--- src/shared/frt_pkg.sv ---
// Constants for the free-running timer and edge-capture block.
// Shared by the design and the bench; holds offsets, fields, resets and timing.
package frt_pkg;

   // Register indices; the byte address on the bus is four times the index.
   localparam logic [6:0] IDX_TIMER_LO = 7'h24;
   localparam logic [6:0] IDX_TIMER_HI = 7'h25;
   localparam logic [6:0] IDX_CAP_A_RISE = 7'h40;
   localparam logic [6:0] IDX_CAP_A_FALL = 7'h41;
   localparam logic [6:0] IDX_CAP_B_RISE = 7'h42;
   localparam logic [6:0] IDX_CAP_B_FALL = 7'h43;
   localparam logic [6:0] IDX_CAP_CFG = 7'h44;
   localparam logic [6:0] IDX_CAP_FLAGS = 7'h45;
   localparam logic [6:0] IDX_IRQ_STATUS = 7'h46;
   localparam logic [6:0] IDX_IRQ_MASK = 7'h47;

   // Configuration register fields.
   localparam int CFG_HOLD_BIT = 7;
   localparam int CFG_PS_LSB = 4;
   localparam int CFG_EN_LSB = 0;

   // Capture event order, shared by flags, enables and the data array.
   localparam int EV_A_RISE = 0;
   localparam int EV_A_FALL = 1;
   localparam int EV_B_RISE = 2;
   localparam int EV_B_FALL = 3;

   // Interrupt status and mask fields.
   localparam int IRQ_T128 = 0;
   localparam int IRQ_T1024 = 1;
   localparam int IRQ_CAP_A = 2;
   localparam int IRQ_CAP_B = 3;
   localparam int IRQ_W = 4;

   // Prescale codes selecting the captured slice.
   localparam logic [2:0] PS_BITS_7_0 = 3'h0;
   localparam logic [2:0] PS_BITS_8_1 = 3'h1;
   localparam logic [2:0] PS_BITS_9_2 = 3'h2;
   localparam logic [2:0] PS_BITS_10_3 = 3'h3;
   localparam logic [2:0] PS_BITS_11_4 = 3'h4;

   // Reset values.
   localparam logic [7:0] CFG_RST = 8'h00;
   localparam logic [3:0] FLAGS_RST = 4'h0;
   localparam logic [7:0] CAP_RST = 8'h00;
   localparam logic [11:0] TIMER_RST = 12'h000;
   localparam logic [3:0] NIBBLE_RST = 4'h0;
   localparam logic [3:0] IRQ_RST = 4'h0;

   // Timing: the counter advances once per microsecond.
   localparam int CLK_PERIOD_NS = 40;
   localparam int TICK_PERIOD_NS = 1000;
   localparam int TICK_CYCLES = TICK_PERIOD_NS / CLK_PERIOD_NS;
   localparam int T128_BITS = 7;
   localparam int T1024_BITS = 10;

endpackage

--- src/frt_capture_timer.sv ---
// Free-running 12-bit microsecond timer with four edge-capture registers.
// Assumes a 25 MHz sys_clk, capture pins already synchronous to it, and an
// Avalon-MM master that holds each request until waitrequest is seen low.
//
// How it works
// - A 12-bit counter advances once every 1 us tick.
// - Two periodic events are raised, every 128 us and every 1.024 ms.
// - Reading the low byte returns bits 7:0 and latches bits 11:8.
// - Reading the high byte returns the latched nibble; bits 7:4 read zero.
// - Channel A watches pin 0.0, channel B pin 0.1, each rise and fall.
// - An edge stores an 8-bit counter slice in its own capture register.
// - Capture data registers are read-only; writes leave them untouched.
// - Each capture sets its flag: A rise, A fall, B rise, B fall.
// - Reading a capture data register clears its flag; nothing else does.
// - With first-edge-hold set, a register keeps its first time until read.
// - With hold clear (default), each edge overwrites; setting is global.
// - Prescale codes 0 to 3 select counter bits 7:0, 8:1, 9:2, 10:3.
// - Prescale code 4 selects counter bits 11:4.
// - Configuration bits 3:0 enable interrupts per capture event.
// - Enabled A events share one request, B events another, each with its own mask bit.

`timescale 1ns/1ps

module frt_capture_timer
   import frt_pkg::*;
#(
   parameter int ADDR_W = 9
) (
   input wire logic sys_clk,
   input wire logic rst_n,
   input wire logic [ADDR_W-1:0] avs_address,
   input wire logic avs_read,
   input wire logic avs_write,
   input wire logic [31:0] avs_writedata,
   input wire logic [3:0] avs_byteenable,
   output logic [31:0] avs_readdata,
   output logic avs_waitrequest,
   input wire logic cap_pin_a,
   input wire logic cap_pin_b,
   output logic irq
);

   logic [4:0] div_r;
   logic tick_r;
   logic [11:0] count_r;
   logic [3:0] nibble_r;
   logic [7:0] cfg_r;
   logic [3:0] flags_r;
   logic [7:0] cap_r [4];
   logic [1:0] pin_prev_r;
   logic [IRQ_W-1:0] irq_status_r;
   logic [IRQ_W-1:0] irq_mask_r;
   logic waitrequest_r;
   logic [31:0] readdata_r;
   logic irq_r;

   logic rd_go;
   logic wr_go;
   logic [3:0] ev;
   logic [3:0] rd_clr;
   logic [3:0] load;
   logic [7:0] slice;
   logic [31:0] rd_nxt;
   logic [IRQ_W-1:0] irq_set;
   logic req_a;
   logic req_b;

   // True when the byte address names the register with this index.
   function automatic logic hit(input logic [ADDR_W-1:0] addr, input logic [6:0] idx);
      hit = (addr == ADDR_W'({idx, 2'b00}));
   endfunction

   // Counter slice captured for a given prescale code.
   function automatic logic [7:0] pick_slice(input logic [11:0] cnt, input logic [2:0] ps);
      case (ps)
         PS_BITS_7_0: pick_slice = cnt[7:0];
         PS_BITS_8_1: pick_slice = cnt[8:1];
         PS_BITS_9_2: pick_slice = cnt[9:2];
         PS_BITS_10_3: pick_slice = cnt[10:3];
         PS_BITS_11_4: pick_slice = cnt[11:4];
         default: pick_slice = cnt[11:4];
      endcase
   endfunction

   // A request is taken once, at the edge where waitrequest is still high;
   // the answer follows with waitrequest low for exactly one cycle.
   assign rd_go = avs_read && waitrequest_r;
   assign wr_go = avs_write && waitrequest_r && avs_byteenable[0];

   assign avs_readdata = readdata_r;
   assign avs_waitrequest = waitrequest_r;
   assign irq = irq_r;

   // One microsecond tick from the system clock.
   always_ff @(posedge sys_clk or negedge rst_n) begin
      if (!rst_n) begin
         div_r <= 5'h00;
         tick_r <= 1'b0;
      end else begin
         if (div_r == 5'(TICK_CYCLES - 1)) begin
            div_r <= 5'h00;
         end else begin
            div_r <= div_r + 5'h01;
         end
         tick_r <= (div_r == 5'(TICK_CYCLES - 1));
      end
   end

   // Free-running counter; it wraps naturally through its width.
   always_ff @(posedge sys_clk or negedge rst_n) begin
      if (!rst_n) begin
         count_r <= TIMER_RST;
      end else if (tick_r) begin
         count_r <= count_r + 12'h001;
      end
   end

   // The upper nibble is frozen by a low-byte read so that a later high-byte
   // read pairs with it, however long firmware waits between the two.
   always_ff @(posedge sys_clk or negedge rst_n) begin
      if (!rst_n) begin
         nibble_r <= NIBBLE_RST;
      end else if (rd_go && hit(avs_address, IDX_TIMER_LO)) begin
         nibble_r <= count_r[11:8];
      end
   end

   always_ff @(posedge sys_clk or negedge rst_n) begin
      if (!rst_n) begin
         cfg_r <= CFG_RST;
      end else if (wr_go && hit(avs_address, IDX_CAP_CFG)) begin
         cfg_r <= avs_writedata[7:0];
      end
   end

   // Edge detection on the two capture pins.
   always_ff @(posedge sys_clk or negedge rst_n) begin
      if (!rst_n) begin
         pin_prev_r <= 2'b00;
      end else begin
         pin_prev_r <= {cap_pin_b, cap_pin_a};
      end
   end

   always_comb begin
      ev[EV_A_RISE] = cap_pin_a && !pin_prev_r[0];
      ev[EV_A_FALL] = !cap_pin_a && pin_prev_r[0];
      ev[EV_B_RISE] = cap_pin_b && !pin_prev_r[1];
      ev[EV_B_FALL] = !cap_pin_b && pin_prev_r[1];
      slice = pick_slice(count_r, cfg_r[CFG_PS_LSB +: 3]);
      for (int i = 0; i < 4; i++) begin
         rd_clr[i] = rd_go && hit(avs_address, IDX_CAP_A_RISE + 7'(i));
         // A read in the same cycle releases the hold so the new edge is kept.
         load[i] = ev[i] && (!cfg_r[CFG_HOLD_BIT] || !flags_r[i] || rd_clr[i]);
      end
   end

   // Capture data; the bus never writes these.
   always_ff @(posedge sys_clk or negedge rst_n) begin
      if (!rst_n) begin
         for (int i = 0; i < 4; i++) begin
            cap_r[i] <= CAP_RST;
         end
      end else begin
         for (int i = 0; i < 4; i++) begin
            if (load[i]) begin
               cap_r[i] <= slice;
            end
         end
      end
   end

   // A new event wins over a clearing read in the same cycle.
   always_ff @(posedge sys_clk or negedge rst_n) begin
      if (!rst_n) begin
         flags_r <= FLAGS_RST;
      end else begin
         for (int i = 0; i < 4; i++) begin
            if (ev[i]) begin
               flags_r[i] <= 1'b1;
            end else if (rd_clr[i]) begin
               flags_r[i] <= 1'b0;
            end
         end
      end
   end

   // Channel requests; configuration bits 3:0 enable each capture event's flag
   // into its channel's request; captures themselves are never gated.
   assign req_a = |(flags_r[EV_A_FALL:EV_A_RISE] & cfg_r[CFG_EN_LSB + 1 -: 2]);
   assign req_b = |(flags_r[EV_B_FALL:EV_B_RISE] & cfg_r[CFG_EN_LSB + 3 -: 2]);

   always_comb begin
      irq_set = '0;
      irq_set[IRQ_T128] = tick_r && (count_r[T128_BITS-1:0] == '1);
      irq_set[IRQ_T1024] = tick_r && (count_r[T1024_BITS-1:0] == '1);
      irq_set[IRQ_CAP_A] = req_a;
      irq_set[IRQ_CAP_B] = req_b;
   end

   // Sticky status, write one to clear; a set in the same cycle wins.
   always_ff @(posedge sys_clk or negedge rst_n) begin
      if (!rst_n) begin
         irq_status_r <= IRQ_RST;
      end else begin
         for (int i = 0; i < IRQ_W; i++) begin
            if (irq_set[i]) begin
               irq_status_r[i] <= 1'b1;
            end else if (wr_go && hit(avs_address, IDX_IRQ_STATUS) && avs_writedata[i]) begin
               irq_status_r[i] <= 1'b0;
            end
         end
      end
   end

   always_ff @(posedge sys_clk or negedge rst_n) begin
      if (!rst_n) begin
         irq_mask_r <= IRQ_RST;
      end else if (wr_go && hit(avs_address, IDX_IRQ_MASK)) begin
         irq_mask_r <= avs_writedata[IRQ_W-1:0];
      end
   end

   always_ff @(posedge sys_clk or negedge rst_n) begin
      if (!rst_n) begin
         irq_r <= 1'b0;
      end else begin
         irq_r <= |(irq_status_r & irq_mask_r);
      end
   end

   // Read mux; unmapped addresses read as zero.
   always_comb begin
      rd_nxt = 32'h0000_0000;
      if (hit(avs_address, IDX_TIMER_LO)) begin
         rd_nxt[7:0] = count_r[7:0];
      end else if (hit(avs_address, IDX_TIMER_HI)) begin
         rd_nxt[3:0] = nibble_r;
      end else if (hit(avs_address, IDX_CAP_CFG)) begin
         rd_nxt[7:0] = cfg_r;
      end else if (hit(avs_address, IDX_CAP_FLAGS)) begin
         rd_nxt[3:0] = flags_r;
      end else if (hit(avs_address, IDX_IRQ_STATUS)) begin
         rd_nxt[IRQ_W-1:0] = irq_status_r;
      end else if (hit(avs_address, IDX_IRQ_MASK)) begin
         rd_nxt[IRQ_W-1:0] = irq_mask_r;
      end else begin
         for (int i = 0; i < 4; i++) begin
            if (hit(avs_address, IDX_CAP_A_RISE + 7'(i))) begin
               rd_nxt[7:0] = cap_r[i];
            end
         end
      end
   end

   // One wait state: the data is snapshotted with its read side effects, so an
   // edge arriving while the master waits is not lost to a late clear.
   always_ff @(posedge sys_clk or negedge rst_n) begin
      if (!rst_n) begin
         waitrequest_r <= 1'b1;
         readdata_r <= 32'h0000_0000;
      end else if (!waitrequest_r) begin
         waitrequest_r <= 1'b1;
      end else if (avs_read || avs_write) begin
         waitrequest_r <= 1'b0;
         if (avs_read) begin
            readdata_r <= rd_nxt;
         end
      end
   end
endmodule

--- config.mk ---
export PLATFORM = sky130hd
export DESIGN_NAME = frt_capture_timer
export DESIGN_NICKNAME = d
export VERILOG_FILES = /design/src/shared/frt_pkg.sv /design/src/frt_capture_timer.sv
export SDC_FILE = /design/constraint.sdc
export NUM_CORES = 1
export LEC_CHECK = 0
export BUFFER_PORTS_ARGS = -buffer_cell sky130_fd_sc_hd__buf_2
export CAP_MARGIN = 40
export CORE_MARGIN = 2
export CORE_UTILIZATION = 45
export DETAILED_ROUTE_END_ITERATION = 6
export PLACE_DENSITY = 0.73
export SYNTH_ARGS = -nofsm -noshare
export SYNTH_HDL_FRONTEND = slang
export SYNTH_SLANG_ARGS = --single-unit
--- constraint.sdc ---
create_clock -name sys_clk -period 4 [get_ports sys_clk]
set_clock_uncertainty 0.1 [all_clocks]
set_input_delay 0.6 -clock sys_clk [delete_from_list [all_inputs] [get_ports sys_clk]]
set_output_delay 0.6 -clock sys_clk [all_outputs]
set_load 0.005 [all_outputs]
# After elaboration in Yosys (flattened, before gate mapping)

Cells that the tools add are included.

Multiplexer cells: 34
Bitwise logic cells: 3
$add $sub $neg: 2
Reductions and logical operators: 56
Eq/ne operators: 16

Operators with widths:

| kind                    | count |
|---|---|
| $eq A9 B9 Y1 const B    | 8 |
| $mux W8                 | 6 |
| $mux W4                 | 8 |
| $pmux W8 S4             | 1 |
| $logic_and A1 B1 Y1     | 25 |
| $eq A9 B8 Y1 const B    | 2 |
| $mux W1                 | 18 |
| $reduce_bool A2 Y1      | 8 |
| $add A12 B1 Y12 const B | 1 |
| $eq A10 B10 Y1 const B  | 1 |
| $logic_not A1 Y1        | 9 |
| $logic_or A1 B1 Y1      | 9 |
| $eq A7 B7 Y1 const B    | 1 |
| $eq A3 B2 Y1 const B    | 2 |
| $add A5 B1 Y5 const B   | 1 |
| $eq A5 B5 Y1 const B    | 1 |
| $mux W5                 | 1 |
| $and A2 B2 Y2           | 2 |
| $and A4 B4 Y4           | 1 |
| $reduce_or A2 Y1        | 2 |
| $reduce_or A4 Y1        | 1 |
| $eq A3 B1 Y1 const B    | 1 |
| $logic_not A3 Y1        | 1 |
| $reduce_and A3 Y1       | 1 |

Bits of input ports: 51
Bits in registers: 86
Output and inout port bits: 34
Logic and storage cells: 133

# Depth between registers and ports, before layout

Word-level depth: 11
Gate-level depth with buffers: 7
Depth with buffers taken out: 5

# Worst setup path before layout

No wires, ideal clock.

Path kind: input to register
From: input avs_address[1]
To: register cap_r[5] in the netlist's numbering
Setup time: 0.074 ns
Slack: 1.655 ns
Stages on the path: 7
Path buffers: 2
Data arrival time: 2.172 ns
Required time: 3.826 ns
Cell sequence: or3b_1 buf_2 o41a_1 a211oi_4 buf_6 nor2_1 a21oi_2

Longest elaborated chain between the ends: 4

RTL lines:

| item                            | line                     | source |
|---|---|---|
| from (decl)                     | frt_capture_timer.sv:31  | `input wire logic [ADDR_W-1:0] avs_address,` |
| $eq A9 B9 Y1                    | frt_capture_timer.sv:70  | `hit = (addr == ADDR_W'({idx, 2'b00}));` |
| $logic_and A1 B1 Y1             | frt_capture_timer.sv:152 | `rd_clr[i] = rd_go && hit(avs_address, IDX_CAP_A_RISE + 7'(i));` |
| $logic_or A1 B1 Y1              | frt_capture_timer.sv:154 | `load[i] = ev[i] && (!cfg_r[CFG_HOLD_BIT] \|\| !flags_r[i] \|\| rd_clr[i]);` |
| $logic_and A1 B1 Y1             | frt_capture_timer.sv:154 |  |
| to (signal, indexed assignment) | frt_capture_timer.sv:167 | `cap_r[i] <= slice;` |
| to (decl)                       | frt_capture_timer.sv:49  | `logic [7:0] cap_r [4];` |

Every way passes these cells.
A chain may end at the register's enable or synchronous reset.

# Final worst setup path

From: input avs_address[2]
To: register cap_r[2] in the netlist's numbering

Same word-level chain as after synthesis.

==> run_results.csv <==
group,metric,value,unit
worst_setup_path,cp.arrival,2.62,ns
yosys,synth.most_common_cell,"dfrtp_1",
detailed_routing,antenna_left,0,
timing,min_period,2.441,ns
yosys,synthAdderAreaFrac,0.8496,%
timing,worst_slack,1.559,ns
timing,finalCritPeriodShare,61.01,%
power,ir_drop,168.4,uV
clocking,htreeDepth,3,
timing,rsz0062_at_grt,"false",
yosys,ys_seq_area_share,48.74,%
placed_design,gp_congestion,0.8803,
global_routing,grt_max_degree,45,
yosys,synth_xor_area_share,2.577,%
floorplan,dieArea,10630,sq um
yosys,synth_area_leaders,"dfrtp_1 48%, mux2_2 5.9%, mux2i_1 5.7%, buf_4 4.1%, o21ai_0 4.0%",
detailed_routing,dr.first_iter.drc_count,127,
worst_setup_path,path_class,"input port to register",
yosys,ys.flop_type,"dfrtp_1",
global_routing,grt_pass1_vias,3101,
finish,fin_nets,493,
timing,fin_tns_setup,0,ns
worst_setup_path,required,4.18,ns
clocking,clock-root-buffer,"clkbuf_8",
timing,finalMaxSlewViolations,0,
run,maxCapViolCount,0,
yosys,synthMuxAreaShare,15.09,%
timing,max_freq,409.7,MHz
worst_setup_path,r2r_setup_slack,1.63,ns
detailed_routing,route.detailed.drc,0,
clocking,cts_hold_buffers,0,
clocking,cts_resized,0,
floorplan,die_x,103.1,um
timing,slew_headroom,52.49,%
floorplan,design.core.area,9639,sq um
clocking,numCtsBuffers,9,
yosys,async_reset_ff_share,100.0,%
clocking,cts_sinks,86,
yosys,syn_area,4418,sq um
outcome,status,"finished clean",
floorplan,pin_count,85,
global_routing,grt-ovfl-total,0,
yosys,yosys.area.top_type_share,48.15,%
placed_design,dp_hpwl,6788,um
floorplan,initial_core_util,45.83,%
clocking,post_cts_buffers,0,
yosys,synth_top_family_by_area,"multiplexers",
clocking,cts_max_path_buffers,2,
detailed_routing,viasPerCell,5.489,
floorplan,rows,36,
yosys,syn_inst,414,
timing,timing.final.hold_violations,0,
worst_setup_path,crit_start,"avs_address[2]",
worst_setup_path,startpoint_type,"input port",
finish,syn2layout_area_growth,8.666,%
finish,layout-drive-gt1-share,20.27,%
yosys,synth-edff-count,0,
yosys,yosys-top-cells-count,"85 x dfrtp_1, 38 x nand2_1, 35 x o21ai_0, 28 x nor2_1, 25 x mux2i_1",
placed_design,dp_slack,1.181,ns
global_routing,antenna_found_initial,0,
placed_design,dp.cells,561,
clocking,worstSkewPairLatency,0.36,ns
min_path,hold_class,"input port to async pin",
timing,setup_violations,0,
yosys,yosysUniqueCellTypes,55,
yosys,ys_ff_latch,86,
yosys,synth_simple_gate_area_share,11.72,%
floorplan,fp.dieH,103.1,um
yosys,synth.largest_area_cell,"dfrtp_1",
power,p_per_area,362.4,nW/um^2
clocking,clkTransAtPathRegs,0.08,ns
yosys,synth.avg_cell_area,10.67,sq um
placed_design,port_buffers,33,
yosys,synth_compound_area_share,13.57,%
power,leakagePower,2.129,nW
worst_setup_path,r2r-start,"avs_waitrequest",
detailed_routing,totalWireLength,9363,um
detailed_routing,wire_per_inst,16.23,um
worst_setup_path,worstPathMaxFanout,28,
global_routing,grtUsageTotal,18.69,%
finish,diodes,0,
timing,tightest_slew,0.7103,ns
worst_setup_path,end_kind,"register",
clocking,cts_tree,"built",
finish,stdcell_count,577,
detailed_routing,dr.pass1.iters,4,
yosys,ys_warn_count,0,
detailed_routing,num_vias,3167,
global_routing,grt_pass1_wl,15230,um
==> critical path, stage by stage <==
cell	delay (ns)
buf_2	0.48
nand2_1	0.17
o41a_1	0.41
a211oi_4	0.67
nor2_1	0.12
a21oi_1	0.15
==> sequential cells by signal, summed over array words and instances (netlist names) <==
register / cells
cap_r: 32
count_r: 12
avs_readdata: 8
cfg_r: 8
div_r: 5
flags_r: 4
irq_mask_r: 4
irq_status_r: 4
nibble_r: 4
pin_prev_r: 2
avs_waitrequest: 1
irq: 1
tick_r: 1
==> layer usage <==
metal	GRT usage, %	vias up	wire length [um]
met3	2.983	10	383
met1	25.24	1598	4229
met2	31.12	80	4608
met4	5.769	0	142
met5	0	-	0
li1	-	1479	-
==> power breakdown <==
part | switching, mW | total, mW | internal, mW
Combinational | 0.0986 | 0.171 | 0.0720
Sequential | 0.0346 | 0.960 | 0.926
Clock | 0.318 | 0.609 | 0.291
==> per-stage QoR <==
stage	hold slack (ns)	cell area, sq um	power, mW	util [%]
final	0.1337	4801	1.740	49.81
after floorplan	0.2044	4504	1.094	-
after CTS	0.1486	4801	1.759	49.81
after detailed placement	0.3631	4604	1.148	47.77
after global routing	0.1725	4801	1.826	49.81
after global placement	0.3545	4584	1.134	47.56
==> final timing paths <==
path                              endpoint  depth (start not counted)
max in group asynchronous        cap_r[10]                          2
hold reg to reg                  cap_r[24]                          2
setup reg to reg                  cap_r[2]                          5
min in group sys_clk         pin_prev_r[0]                          1
hold / removal             irq_status_r[3]                          1
setup / recovery                  cap_r[2]                          6
==> final cells by class <==
| type | instances | area [sq um] |
|---|---|---|
| Fill cell | 876 | 4838 |
| Sequential cell | 86 | 2153 |
| Multi-Input combinational cell | 291 | 2026 |
| Timing Repair Buffer | 36 | 202.7 |
| Tap cell | 133 | 166.4 |
| Clock buffer | 9 | 123.9 |
| Clock inverter | 7 | 72.57 |
| Inverter | 15 | 56.30 |
==> cell usage in the layout (no fill, tap or decap), drive strengths merged, types with 3 or more instances in the layout <==
cell type and count:
dfrtp 85, nand2 38, o21ai 36, buf 36, nor2 29, mux2i 25
conb 24, mux2 23, inv 17, a21oi 13, clkbuf 9, nand3 8
xnor2 7, mux4 7, xor2 6, a22oi 6, a221o 6, a2111oi 6
nor2b 5, a32oi 4, or3 3, nor3 3, and3 3, nand4 3
a21o 3, ha 3, a211oi 3
==> logic make-up (layout without fill, tap and decap cells) <==
logic type                 Yosys count  count (layout)
AOI/OAI and AO/OA                   88              88
and+or+nand+nor                    108             108
other                                1              24
buffers and inverters               60              67
DFF                                 86              86
muxes                               55              55
adders and majority gates            3               3
xor gates and xnor gates            13              13
Power figures use the tool's default switching activity.
